**src/verilog/pmcs_pkg.sv**
```systemverilog
// Package for the power-management control/status block: offsets, fields, types.
`default_nettype none
package pmcs_pkg;
    // ==========================================================
    // Configuration offsets (byte addresses in config space)
    localparam logic [7:0] PMCS_OFF_CSR = 8'ha4;
    localparam logic [7:0] PMCS_OFF_BSE = 8'ha6;
    // ==========================================================
    // Control/status field positions
    localparam int PMCS_BIT_WAKE_FLAG = 15;
    localparam int PMCS_BIT_WAKE_EN = 8;
    localparam int PMCS_BIT_PS_LO = 0;
    // ==========================================================
    // Bridge extension fields and reset values
    localparam int PMCS_BIT_BPCC = 7;
    localparam int PMCS_BIT_B2B3 = 6;
    localparam logic [7:0] PMCS_BSE_RESET = 8'hc0;
    localparam logic [15:0] PMCS_CSR_RESET = 16'h0000;
    // Writable bits of the control/status word
    localparam logic [15:0] PMCS_CSR_WMASK = 16'h0103;
    // ==========================================================
    // Power states
    typedef enum logic [1:0] {
        PMCS_D0 = 2'h0,
        PMCS_D1 = 2'h1,
        PMCS_D2 = 2'h2,
        PMCS_D3HOT = 2'h3
    } pmcs_pstate_e;
    // ==========================================================
    // Configuration access bundle
    typedef struct packed {
        logic rd;
        logic wr;
        logic [7:0] addr;
        logic [3:0] be;
        logic [31:0] wdata;
    } pmcs_cfg_req_s;
    // Secondary bus controls
    typedef struct packed {
        logic clk_stop;
        logic pwr_off;
    } pmcs_sec_bus_s;
endpackage
`default_nettype wire

```
**src/verilog/pmcs_rst_gen.sv**
```systemverilog
// One-cycle internal reset pulse on the D3hot to D0 transition.
`timescale 1ns/1ps
`default_nettype none
module pmcs_rst_gen (
    input wire logic clk,
    input wire logic nrst,
    input wire logic [1:0] state_q,
    input wire logic [1:0] state_d,
    output logic func_rst
);
    import pmcs_pkg::*;
    // ==========================================================
    // Transition detect
    always_ff @(posedge clk) begin
        if (!nrst) begin
            func_rst <= 1'b0;
        end else begin
            func_rst <= (state_q == PMCS_D3HOT) && (state_d == PMCS_D0);
        end
    end
endmodule
`default_nettype wire

```
**src/verilog/pmcs_top.sv**
```systemverilog
// Power-management control/status and bridge extension registers.
`timescale 1ns/1ps
`default_nettype none
module pmcs_top #(
    parameter logic BPCC_ON = 1'b1,
    parameter logic B2B3_SEL = 1'b1
) (
    input wire logic clk,
    input wire logic nrst,
    input wire pmcs_pkg::pmcs_cfg_req_s cfg_req,
    output logic [31:0] cfg_rdata,
    output logic cfg_ack,
    input wire logic wake_event,
    output logic wake_n_o,
    output logic wake_n_oe,
    output logic func_rst,
    output pmcs_pkg::pmcs_sec_bus_s sec_bus,
    output logic [1:0] power_state
);
    import pmcs_pkg::*;
    logic wake_flag_q;
    logic wake_en_q;
    logic [1:0] state_q;
    logic [1:0] state_d;
    logic hit_csr;
    logic wr_csr_lo;
    logic wr_csr_hi;
    logic [15:0] csr_word;
    logic [7:0] bse_byte;

    // Used by both secondary-bus outputs
    function automatic logic is_d3hot(input logic [1:0] st);
        return st == PMCS_D3HOT;
    endfunction

    // ==========================================================
    // Decode: one dword holds A4..A7; A6 is the extension byte
    assign hit_csr = (cfg_req.addr[7:2] == PMCS_OFF_CSR[7:2]);
    assign wr_csr_lo = cfg_req.wr && hit_csr && cfg_req.be[0];
    assign wr_csr_hi = cfg_req.wr && hit_csr && cfg_req.be[1];

    // ==========================================================
    // Power state
    always_comb begin
        state_d = state_q;
        if (wr_csr_lo) begin
            state_d = cfg_req.wdata[PMCS_BIT_PS_LO +: 2];
        end
    end

    // Not touched by func_rst: the function reset spares this register
    always_ff @(posedge clk) begin
        if (!nrst) begin
            state_q <= PMCS_D0;
        end else begin
            state_q <= state_d;
        end
    end

    // ==========================================================
    // Wake enable and flag
    always_ff @(posedge clk) begin
        if (!nrst) begin
            wake_en_q <= 1'b0;
        end else if (wr_csr_hi) begin
            wake_en_q <= cfg_req.wdata[PMCS_BIT_WAKE_EN];
        end
    end

    // Set beats clear so an event in the clearing cycle is kept
    always_ff @(posedge clk) begin
        if (!nrst) begin
            wake_flag_q <= 1'b0;
        end else if (wake_event) begin
            wake_flag_q <= 1'b1;
        end else if (wr_csr_hi && cfg_req.wdata[PMCS_BIT_WAKE_FLAG]) begin
            wake_flag_q <= 1'b0;
        end
    end

    // Open-drain wake pin: only ever pulled low
    assign wake_n_o = 1'b0;
    assign wake_n_oe = wake_flag_q && wake_en_q;

    // ==========================================================
    // Function reset
    pmcs_rst_gen u_rst (
        .clk(clk),
        .nrst(nrst),
        .state_q(state_q),
        .state_d(state_d),
        .func_rst(func_rst)
    );

    // ==========================================================
    // Secondary bus control
    always_ff @(posedge clk) begin
        if (!nrst) begin
            sec_bus <= '0;
        end else if (BPCC_ON) begin
            sec_bus.clk_stop <= is_d3hot(state_d) && B2B3_SEL;
            sec_bus.pwr_off <= is_d3hot(state_d) && !B2B3_SEL;
        end else begin
            sec_bus <= '0;
        end
    end

    assign power_state = state_q;

    // ==========================================================
    // Read data: fixed zeros for scale, select, dynamic enable and reserved
    always_comb begin
        csr_word = PMCS_CSR_RESET;
        csr_word[PMCS_BIT_WAKE_FLAG] = wake_flag_q;
        csr_word[PMCS_BIT_WAKE_EN] = wake_en_q;
        csr_word[PMCS_BIT_PS_LO +: 2] = state_q;
        bse_byte = 8'h00;
        bse_byte[PMCS_BIT_BPCC] = BPCC_ON;
        bse_byte[PMCS_BIT_B2B3] = B2B3_SEL;
    end

    always_ff @(posedge clk) begin
        if (!nrst) begin
            cfg_rdata <= 32'h0000_0000;
            cfg_ack <= 1'b0;
        end else begin
            cfg_ack <= cfg_req.rd || cfg_req.wr;
            if (cfg_req.rd && hit_csr) begin
                cfg_rdata <= {8'h00, bse_byte, csr_word};
            end else begin
                cfg_rdata <= 32'h0000_0000;
            end
        end
    end
endmodule
`default_nettype wire
```
**config.mk**
```make
export PLATFORM = sky130hd
export DESIGN_NAME = pmcs_top
export DESIGN_NICKNAME = d
export VERILOG_FILES = /design/src/verilog/pmcs_pkg.sv /design/src/verilog/pmcs_rst_gen.sv /design/src/verilog/pmcs_top.sv
export SDC_FILE = /design/constraint.sdc
export NUM_CORES = 1
export LEC_CHECK = 0
export BUFFER_PORTS_ARGS = -buffer_cell sky130_fd_sc_hd__buf_4
export CAP_MARGIN = 20
export CORE_MARGIN = 10
export CORE_UTILIZATION = 30
export DETAILED_ROUTE_END_ITERATION = 12
export HOLD_SLACK_MARGIN = 0.05
export MAX_ROUTING_LAYER = met4
export PLACE_DENSITY = 0.83
export SLEW_MARGIN = 20
export SYNTH_ARGS = -nofsm -noshare
export SYNTH_HDL_FRONTEND = slang
export SYNTH_SLANG_ARGS = --single-unit
```
**constraint.sdc**
```tcl
create_clock -name clk -period 1.3 [get_ports clk]
set_input_delay 0.39 -clock clk [delete_from_list [all_inputs] [get_ports clk]]
set_output_delay 0.39 -clock clk [all_outputs]
set_load 0.005 [all_outputs]
```
* Yosys cells after proc, flatten, opt, wreduce, memory -nomap -nowiden
Cells that the tools add are included.
** Cells by class
- Multiplexer cells :: 4
- Reductions and logical operators :: 11
- Equal/unequal tests :: 3
** Operator list (count)
- $mux W24 :: 1
- $logic_and A1 B1 Y1 :: 7
- $eq A6 B6 Y1 const B :: 1
- $eq A2 B2 Y1 const B :: 2
- $logic_not A2 Y1 :: 1
- $mux W1 :: 2
- $mux W2 :: 1
- $reduce_and A2 Y1 :: 1
- $reduce_bool A2 Y1 :: 1
- $logic_or A1 B1 Y1 :: 1
** Storage, ports and cells
- Register bits after elaboration :: 40
- Output and inout bits :: 40
- Word-level logic and storage cells :: 27

* Logic depth before layout (Yosys ltp)
Gate-level depths: netlist of run 1.
- Word-level depth :: 6
- Depth in mapped cells :: 4

* Hierarchy
A second synthesis of run 1 with hierarchy kept.
** Second synthesis, totals
- Cell total of the unflattened synthesis :: 76
- Area, all modules :: 711.9 µm²
** By module, submodules not included
- pmcs_top :: area an instance 676.9 µm², seq. area each 220.2 µm², instances 1, cells each 73
- pmcs_rst_gen :: area an instance 35.0 µm², seq. area each 20.0 µm², instances 1, cells each 3

* Worst setup path before layout of run 1
No wires, ideal clock.
- Kind :: input -> register
- From :: input cfg_req[40] (netlist name)
- To :: register sec_bus[1] (netlist name)
- Data arrival time :: 1.144 ns
- Library setup time :: 0.072 ns
- Cell stages on the path :: 4
- Path slack :: 0.085 ns
- Path through :: and4bb_1 and4_1 buf_6 mux2i_1
** On the way
- Cells in the longest elaborated chain, start to end :: 5
** Ends and longest elaborated chain
- from (decl) :: line pmcs_top.sv:10 : input wire pmcs_pkg::pmcs_cfg_req_s cfg_req,
- $eq A6 B6 Y1 :: line pmcs_top.sv:38 : assign hit_csr = (cfg_req.addr[7:2] == PMCS_OFF_CSR[7:2]);
- $logic_and A1 B1 Y1 (2 in series) :: line pmcs_top.sv:39 : assign wr_csr_lo = cfg_req.wr && hit_csr && cfg_req.be[0];
- $mux W2 :: line pmcs_top.sv:46 : if (wr_csr_lo) begin
- $eq A2 B2 Y1
- to (decl) :: line pmcs_top.sv:17 : output pmcs_pkg::pmcs_sec_bus_s sec_bus,
Every way passes these cells.
A chain may end at the register's enable or synchronous reset.

* Final worst setup path of run 1
- From :: register wake_en_q
- To :: output wake_n_oe
** On the way
- Cells in the longest elaborated chain, start to end :: 1
** Ends and longest elaborated chain
- from (decl) :: line pmcs_top.sv:22 : logic wake_en_q;
- from (signal assigned) :: line pmcs_top.sv:66 : wake_en_q <= cfg_req.wdata[PMCS_BIT_WAKE_EN];
- $logic_and A1 B1 Y1 :: line pmcs_top.sv:83 : assign wake_n_oe = wake_flag_q && wake_en_q;
- to (decl) :: line pmcs_top.sv:15 : output logic wake_n_oe,
Every way passes these cells.

==> results of run 1 <==
[area by class of cell]
class                   count  area [um^2]
flip-flops and latches     12          243
well taps                  28         35.0
clock buffers               4         36.3
repair buffers             30          225
inverters                   5         18.8
fillers                   243         1330
multi-input cells          56          285
[how the worst min path moves through the flow]
stage                      startpoint  slack, ns  depth (start not counted)        endpoint
after CTS                  cfg_req[1]       0.30                          2  u_rst.func_rst
after floorplan           wake_flag_q       0.43                          2   cfg_rdata[15]
final                      cfg_req[1]       0.30                          2  u_rst.func_rst
after global placement    wake_flag_q       0.44                          2   cfg_rdata[15]
after global routing       cfg_req[1]       0.29                          2  u_rst.func_rst
after detailed placement    wake_en_q       0.45                          2    cfg_rdata[8]
[cells in the mapped netlist]
| cell | instances |
|---|---|
| and2b_4 | 1 |
| and4_1 | 1 |
| and4bb_1 | 1 |
| buf_4 | 29 |
| buf_6 | 1 |
| clkbuf_1 | 1 |
| conb_1 | 1 |
| dfxtp_1 | 12 |
| inv_1 | 5 |
| mux2i_1 | 4 |
| nand2_1 | 6 |
| nand2b_1 | 1 |
| nand3_1 | 3 |
| nand4_1 | 3 |
| nor2_1 | 5 |
| nor4_1 | 1 |
| o21a_1 | 1 |
| o221a_1 | 1 |
[routing by layer]
| metal | vias up | wire length [um] |
|---|---|---|
| met4 | 0 | 59 |
| met5 | - | 0 |
| met3 | 4 | 170 |
| met2 | 40 | 766 |
| met1 | 228 | 631 |
| li1 | 250 | - |
[sequential cells by signal (all words and copies together) (netlist names)]
register,cells
cfg_ack,1
cfg_rdata,5
power_state,2
sec_bus,1
u_rst.func_rst,1
wake_en_q,1
wake_flag_q,1
[timing repair]
action	4_1_cts	5_1_grt
gates resized for setup	0	5
buffers inserted	0	1
setup endpoints to repair	0	1
[power groups by stage]
stage	combinational, mW	sequential, mW	clock, mW
6_report	0.0913	0.375	0.293
5_1_grt	0.103	0.376	0.337
4_1_cts	0.0860	0.374	0.293
3_5_place_dp	0.0860	0.383	0
3_3_place_gp	0.0835	0.382	0
2_1_floorplan	0.0977	0.382	0
[worst reg2reg max path, cell delays in order, from the launching register on]
cell and delay, ns:
dfxtp_1 0.41, nand4_1 0.12, nor4_1 0.23
[kinds of logic (layout without fill, tap and decap cells)]
family	count (synthesis)	count (layout)	synth area share [%]
buf+inv	36	39	37.4
simple gates	22	22	17.7
flops	12	12	35.7
mux	4	4	5.95
compound gates	2	2	2.79
other cells	1	28	0.557
==> impl_metrics.py, run 1 <==
metrics = {
    "min_path": {
        "worstHoldPathType": "input pin to register",
    },
    "setup_path": {
        "reg2reg_to": "u_rst.func_rst",
        "crit_start": "wake_en_q",
        "path_class": "register to primary output",
        "cp.arrival_ns": 0.85,
        "worstPathMaxFanout": 2,
        "cp_cell_sequence": "inv_2, nor2_2, buf_4",
        "critPathTopFamily": "flip-flops",
        "crit_end": "wake_n_oe",
        "worstRegToRegCells": 2,
        "critPathRequiredTime_ns": 0.91,
        "start_kind": "register",
        "critPathBufInv": 2,
        "cpPeakStageDelay_ns": 0.33,
        "r2r_slack_ns": 0.44,
        "r2r_start": "power_state[1]",
        "crit_cells": 3,
        "cp-end-kind": "primary output",
        "cpMaxStageDelayCell": "dfxtp_2",
    },
    "power": {
        "p_leak_nw": 0.428,
        "seqPwrFrac_pct": 49.4,
        "p_int_uw": 588,
        "clkPwrFrac_pct": 38.6,
        "p_total_uw": 759,
        "peakVddDrop_v": 0.000260,
        "power_switching_uw": 171,
        "p_per_area_nw_per_um2": 900,
        "swShare_pct": 22.5,
        "combPwrFrac_pct": 12.0,
    },
    "final_layout": {
        "utilization_pct": 38.9,
        "postLayoutCellArea_um2": 843,
        "nets": 157,
        "area_growth_syn_to_layout_pct": 25.3,
        "instances_no_fill": 135,
        "post_route_cells_drive_above_1_share_pct": 37.4,
        "final_common_cell": "buf_4",
        "mostFrequentLayoutCells": "buf_4, conb_1, dfxtp_1",
        "antenna_cells": 0,
    },
    "sta": {
        "fin_ws_ns": 0.0635,
        "setup_viol": 0,
        "final.setup_skew_ns": 0.00114,
        "tns_ns": 0,
        "whs_ns": 0.297,
        "rsz0062_at_grt": "false",
        "period_share_pct": 95.1,
        "hold_viol": 0,
        "period_needed_ns": 1.24,
        "maxSlewViolCount": 0,
        "max_freq_ghz": 0.809,
    },
    "placement": {
        "dp_hpwl_um": 1420,
        "dp.cells": 130,
        "portBuffers": 28,
        "post_dp_cell_area_um2": 795,
        "place_congestion": 0.688,
        "pre_cts_slack_ns": -0.119,
    },
    "floorplan": {
        "coreArea_um2": 2170,
        "die_w_um": 67.4,
        "rows": 17,
        "dieHeight_um": 67.4,
        "start_util_pct": 31.0,
        "die_area_um2": 4540,
        "io_pins": 89,
    },
    "grt": {
        "busiest_layer": "met2",
        "gr-total-overflow": 0,
        "grt.met2_usage_pct": 10.7,
        "grt_use_met1_pct": 7.10,
        "use_met3_pct": 2.64,
        "antenna_found_initial": 0,
        "grt_max_degree": 13,
        "grt_pass1_wl_um": 2370,
        "grt_pass1_vias": 552,
        "grt_use_total_pct": 7.29,
    },
    "drt": {
        "drt_pass1_iterations": 4,
        "ant_nets": 0,
        "wl_per_cell_um": 12.1,
        "drt_wl_total_um": 1630,
        "drt_iter0_drc": 5,
        "drc": 0,
        "post_drt_via_cell_ratio": 3.87,
        "vias": 522,
    },
    "run_status": {
        "status": "finished clean",
    },
    "clocking": {
        "cts_sinks": 12,
        "worstSkewPairLatency_ns": 0.28,
        "cts_htree_levels": 1,
        "cts_tree": "built",
        "root_buffer": "clkbuf_4",
        "path_clk_slew_ns": 0.07,
        "cts_buffers": 3,
        "cts_buffer_depth": 2,
        "cts_hold_buf": 0,
    },
    "synth": {
        "syn_area_per_cell_um2": 8.74,
        "yosysTopAreaCellShare_pct": 35.7,
        "ys_warn_count": 0,
        "ys_seq_area_share_pct": 35.7,
        "ys_types": 18,
        "synth_area_um2": 673,
        "synth_top_area_cell": "dfxtp_1",
        "ys_ff_latch": 12,
        "netlist_top_cells_area": "dfxtp_1, buf_4, mux2i_1, nand2_1, inv_1",
        "netlist_instances": 77,
    },
    "flow_run": {
        "cap_violations": 0,
    },
}
(Power assumes the default switching activity.)
==> run 2: changes to the inputs <==
--- a/config.mk
+++ b/config.mk
@@ -5,6 +5,7 @@
 export SDC_FILE = /design/constraint.sdc
 export NUM_CORES = 1
 export LEC_CHECK = 0
+export ABC_AREA = 1
 export BUFFER_PORTS_ARGS = -buffer_cell sky130_fd_sc_hd__buf_4
 export CAP_MARGIN = 20
 export CORE_MARGIN = 10
@@ -12,7 +13,7 @@
 export DETAILED_ROUTE_END_ITERATION = 12
 export HOLD_SLACK_MARGIN = 0.05
 export MAX_ROUTING_LAYER = met4
-export PLACE_DENSITY = 0.83
+export PLACE_DENSITY = 0.8
 export SLEW_MARGIN = 20
 export SYNTH_ARGS = -nofsm -noshare
 export SYNTH_HDL_FRONTEND = slang
==> run 2 against run 1 <==
  * First-iteration DRC count up 40%
  * Sequential share of layout area down 1.5 points
  * Largest cell class unchanged
  * Largest power group unchanged
  * Highest routed layer unchanged
  * Flip-flop and latch count unchanged
==> impl_metrics.py, run 2 <==
metrics = {
    "floorplan": {
        "io_pins": 89,
        "rows": 17,
        "coreArea_um2": 2250,
        "dieHeight_um": 68.9,
        "die_area_um2": 4750,
        "die_w_um": 68.9,
        "start_util_pct": 31.8,
    },
    "placement": {
        "portBuffers": 28,
        "pre_cts_slack_ns": 0.0519,
        "dp_hpwl_um": 1440,
        "post_dp_cell_area_um2": 846,
        "place_congestion": 0.821,
    },
    "setup_path": {
        "cp.arrival_ns": 0.84,
        "r2r_start": "power_state[1]",
        "worstRegToRegCells": 4,
        "critPathRequiredTime_ns": 0.91,
        "reg2reg_to": "sec_bus[1]",
        "cpMaxStageDelayCell": "dfxtp_1",
        "critPathTopFamily": "flip-flops",
        "cpPeakStageDelay_ns": 0.36,
        "start_kind": "register",
        "cp-end-kind": "primary output",
        "worstPathMaxFanout": 3,
        "critPathBufInv": 2,
        "cp_cell_sequence": "nand2_1, inv_1, buf_4",
        "path_class": "register to primary output",
        "r2r_slack_ns": 0.56,
    },
    "final_layout": {
        "largest_register_ff_count": 5,
        "area_growth_syn_to_layout_pct": 23.0,
        "utilization_pct": 39.1,
        "mostFrequentLayoutCells": "conb_1, buf_4, dfxtp_1",
        "regMostFlops": "cfg_rdata",
        "post_route_cells_drive_above_1_share_pct": 37.3,
        "nets": 168,
        "antenna_cells": 0,
        "postLayoutCellArea_um2": 882,
        "nFillCells": 241,
    },
    "run_status": {
        "status": "finished clean",
    },
    "synth": {
        "ys_ff_latch": 12,
        "ys_types": 17,
        "netlist_instances": 88,
        "yosysTopAreaCellShare_pct": 33.5,
        "ys_seq_area_share_pct": 33.5,
        "ys_warn_count": 0,
        "synth_top_area_cell": "dfxtp_1",
        "synth_edf_count": 0,
        "synth_area_um2": 717,
        "syn_area_per_cell_um2": 8.15,
        "yosysMostFrequentCell": "buf_4",
        "synthFlopType": "dfxtp_1",
        "synth_common_cells": "buf_4, dfxtp_1, inv_1",
        "netlist_top_cells_area": "dfxtp_1, buf_4, inv_1, nor2_1, nor2_4",
        "async_flop_share_pct": 0,
    },
    "sta": {
        "hold_viol": 0,
        "period_share_pct": 94.9,
        "whs_ns": 0.367,
        "tns_ns": 0,
        "maxSlewViolCount": 0,
        "final.setup_skew_ns": 0.00130,
        "setup_viol": 0,
        "rsz0062_at_grt": "false",
        "period_needed_ns": 1.23,
        "max_freq_ghz": 0.811,
        "fin_ws_ns": 0.0665,
    },
    "grt": {
        "use_met3_pct": 2.09,
        "gr-total-overflow": 0,
        "grt_pass1_wl_um": 1950,
        "grt_max_degree": 8,
        "busiest_layer": "met2",
        "grt.met2_usage_pct": 9.13,
        "antenna_found_initial": 0,
        "grt_use_total_pct": 5.64,
        "grt_pass1_vias": 500,
        "grt_use_met1_pct": 5.04,
    },
    "power": {
        "power_switching_uw": 178,
        "p_leak_nw": 0.473,
        "combPwrFrac_pct": 12.7,
        "peakVddDrop_v": 0.000345,
        "p_per_area_nw_per_um2": 865,
        "swShare_pct": 23.3,
        "p_int_uw": 585,
        "clkPwrFrac_pct": 38.2,
        "seqPwrFrac_pct": 49.1,
    },
    "clocking": {
        "worstSkewPairLatency_ns": 0.27,
        "cts_tree": "built",
        "cts_resized": 0,
        "cts_htree_levels": 1,
        "cts_buffer_depth": 2,
        "root_buffer": "clkbuf_4",
        "cts_setup_buffers": 0,
        "cts_buffers": 3,
        "cts_hold_buf": 0,
        "cts_sinks": 12,
        "path_clk_slew_ns": 0.07,
    },
    "flow_run": {
        "cap_violations": 0,
    },
    "drt": {
        "ant_nets": 0,
        "vias": 521,
        "drt_iter0_drc": 7,
        "drt_pass1_iterations": 4,
        "drc": 0,
        "wl_per_cell_um": 10.5,
        "drt_wl_total_um": 1530,
        "post_drt_via_cell_ratio": 3.57,
    },
    "min_path": {
        "min_to": "power_state[1]",
        "hold_path_depth": 3,
        "worstHoldPathType": "input pin to register",
        "hold_start": "nrst",
    },
}
-- run 2: cell types whose count changed after synthesis, sizes merged, moves of 2 or more --
cell   change
nand3      +2
mux2i      -4
inv        +9
a21oi      +3
nand2      +2
nand4      -2
nor2       +7
-- run 2: how the worst max path moves through the flow --
stage	depth (start not counted)	slack (ns)	to	from
6_report	3	0.07	wake_n_oe	wake_en_q
5_1_grt	3	0.02	wake_n_oe	wake_en_q
4_1_cts	3	0.06	wake_n_oe	wake_en_q
3_5_place_dp	7	0.05	sec_bus[1]	cfg_req[40]
3_3_place_gp	7	0.07	sec_bus[1]	cfg_req[40]
2_1_floorplan	6	0.26	sec_bus[1]	cfg_req[40]
-- run 2: cells by family after synthesis --
kind of cell	count (synthesis)	synth area share [%]
other cells	1	0.523
compound gates	4	3.32
flops	12	33.5
buf+inv	43	37.7
simple gates	28	25.0
-- run 2: through the flow --
stage	total power, mW	cells
after detailed placement	0.477	142
after floorplan	0.487	115
after global placement	0.475	142
after CTS	0.765	146
final	0.763	146
after global routing	0.795	146
-- run 2: final cells by class --
type	instances	area, um^2	share of cell area [%]
sequential	12	240	27.2
tap	28	35.0	3.97
multi-input combinational	60	308	34.9
clock buffer	4	36.3	4.11
inverter	14	52.6	5.96
timing repair buffer	28	210	23.8
-- run 2: power by group through the flow --
| stage | Sequential (mW) | Combinational (mW) | Clock (mW) |
|---|---|---|---|
| final | 0.374 | 0.0971 | 0.291 |
| after global routing | 0.375 | 0.110 | 0.310 |
| after CTS | 0.374 | 0.0942 | 0.296 |
| after detailed placement | 0.383 | 0.0941 | 0 |
| after global placement | 0.383 | 0.0919 | 0 |
| after floorplan | 0.383 | 0.104 | 0 |
-- run 2: layer usage --
metal | vias up | wire (um)
met2 | 33 | 794
met4 | 0 | 18
met1 | 220 | 537
li1 | 266 | -
met3 | 2 | 176
met5 | - | 0
-- run 2: worst min-delay path, stage by stage --
cell	delay, ns
buf_4	0.09
nand3_2	0.08
inv_1	0.05
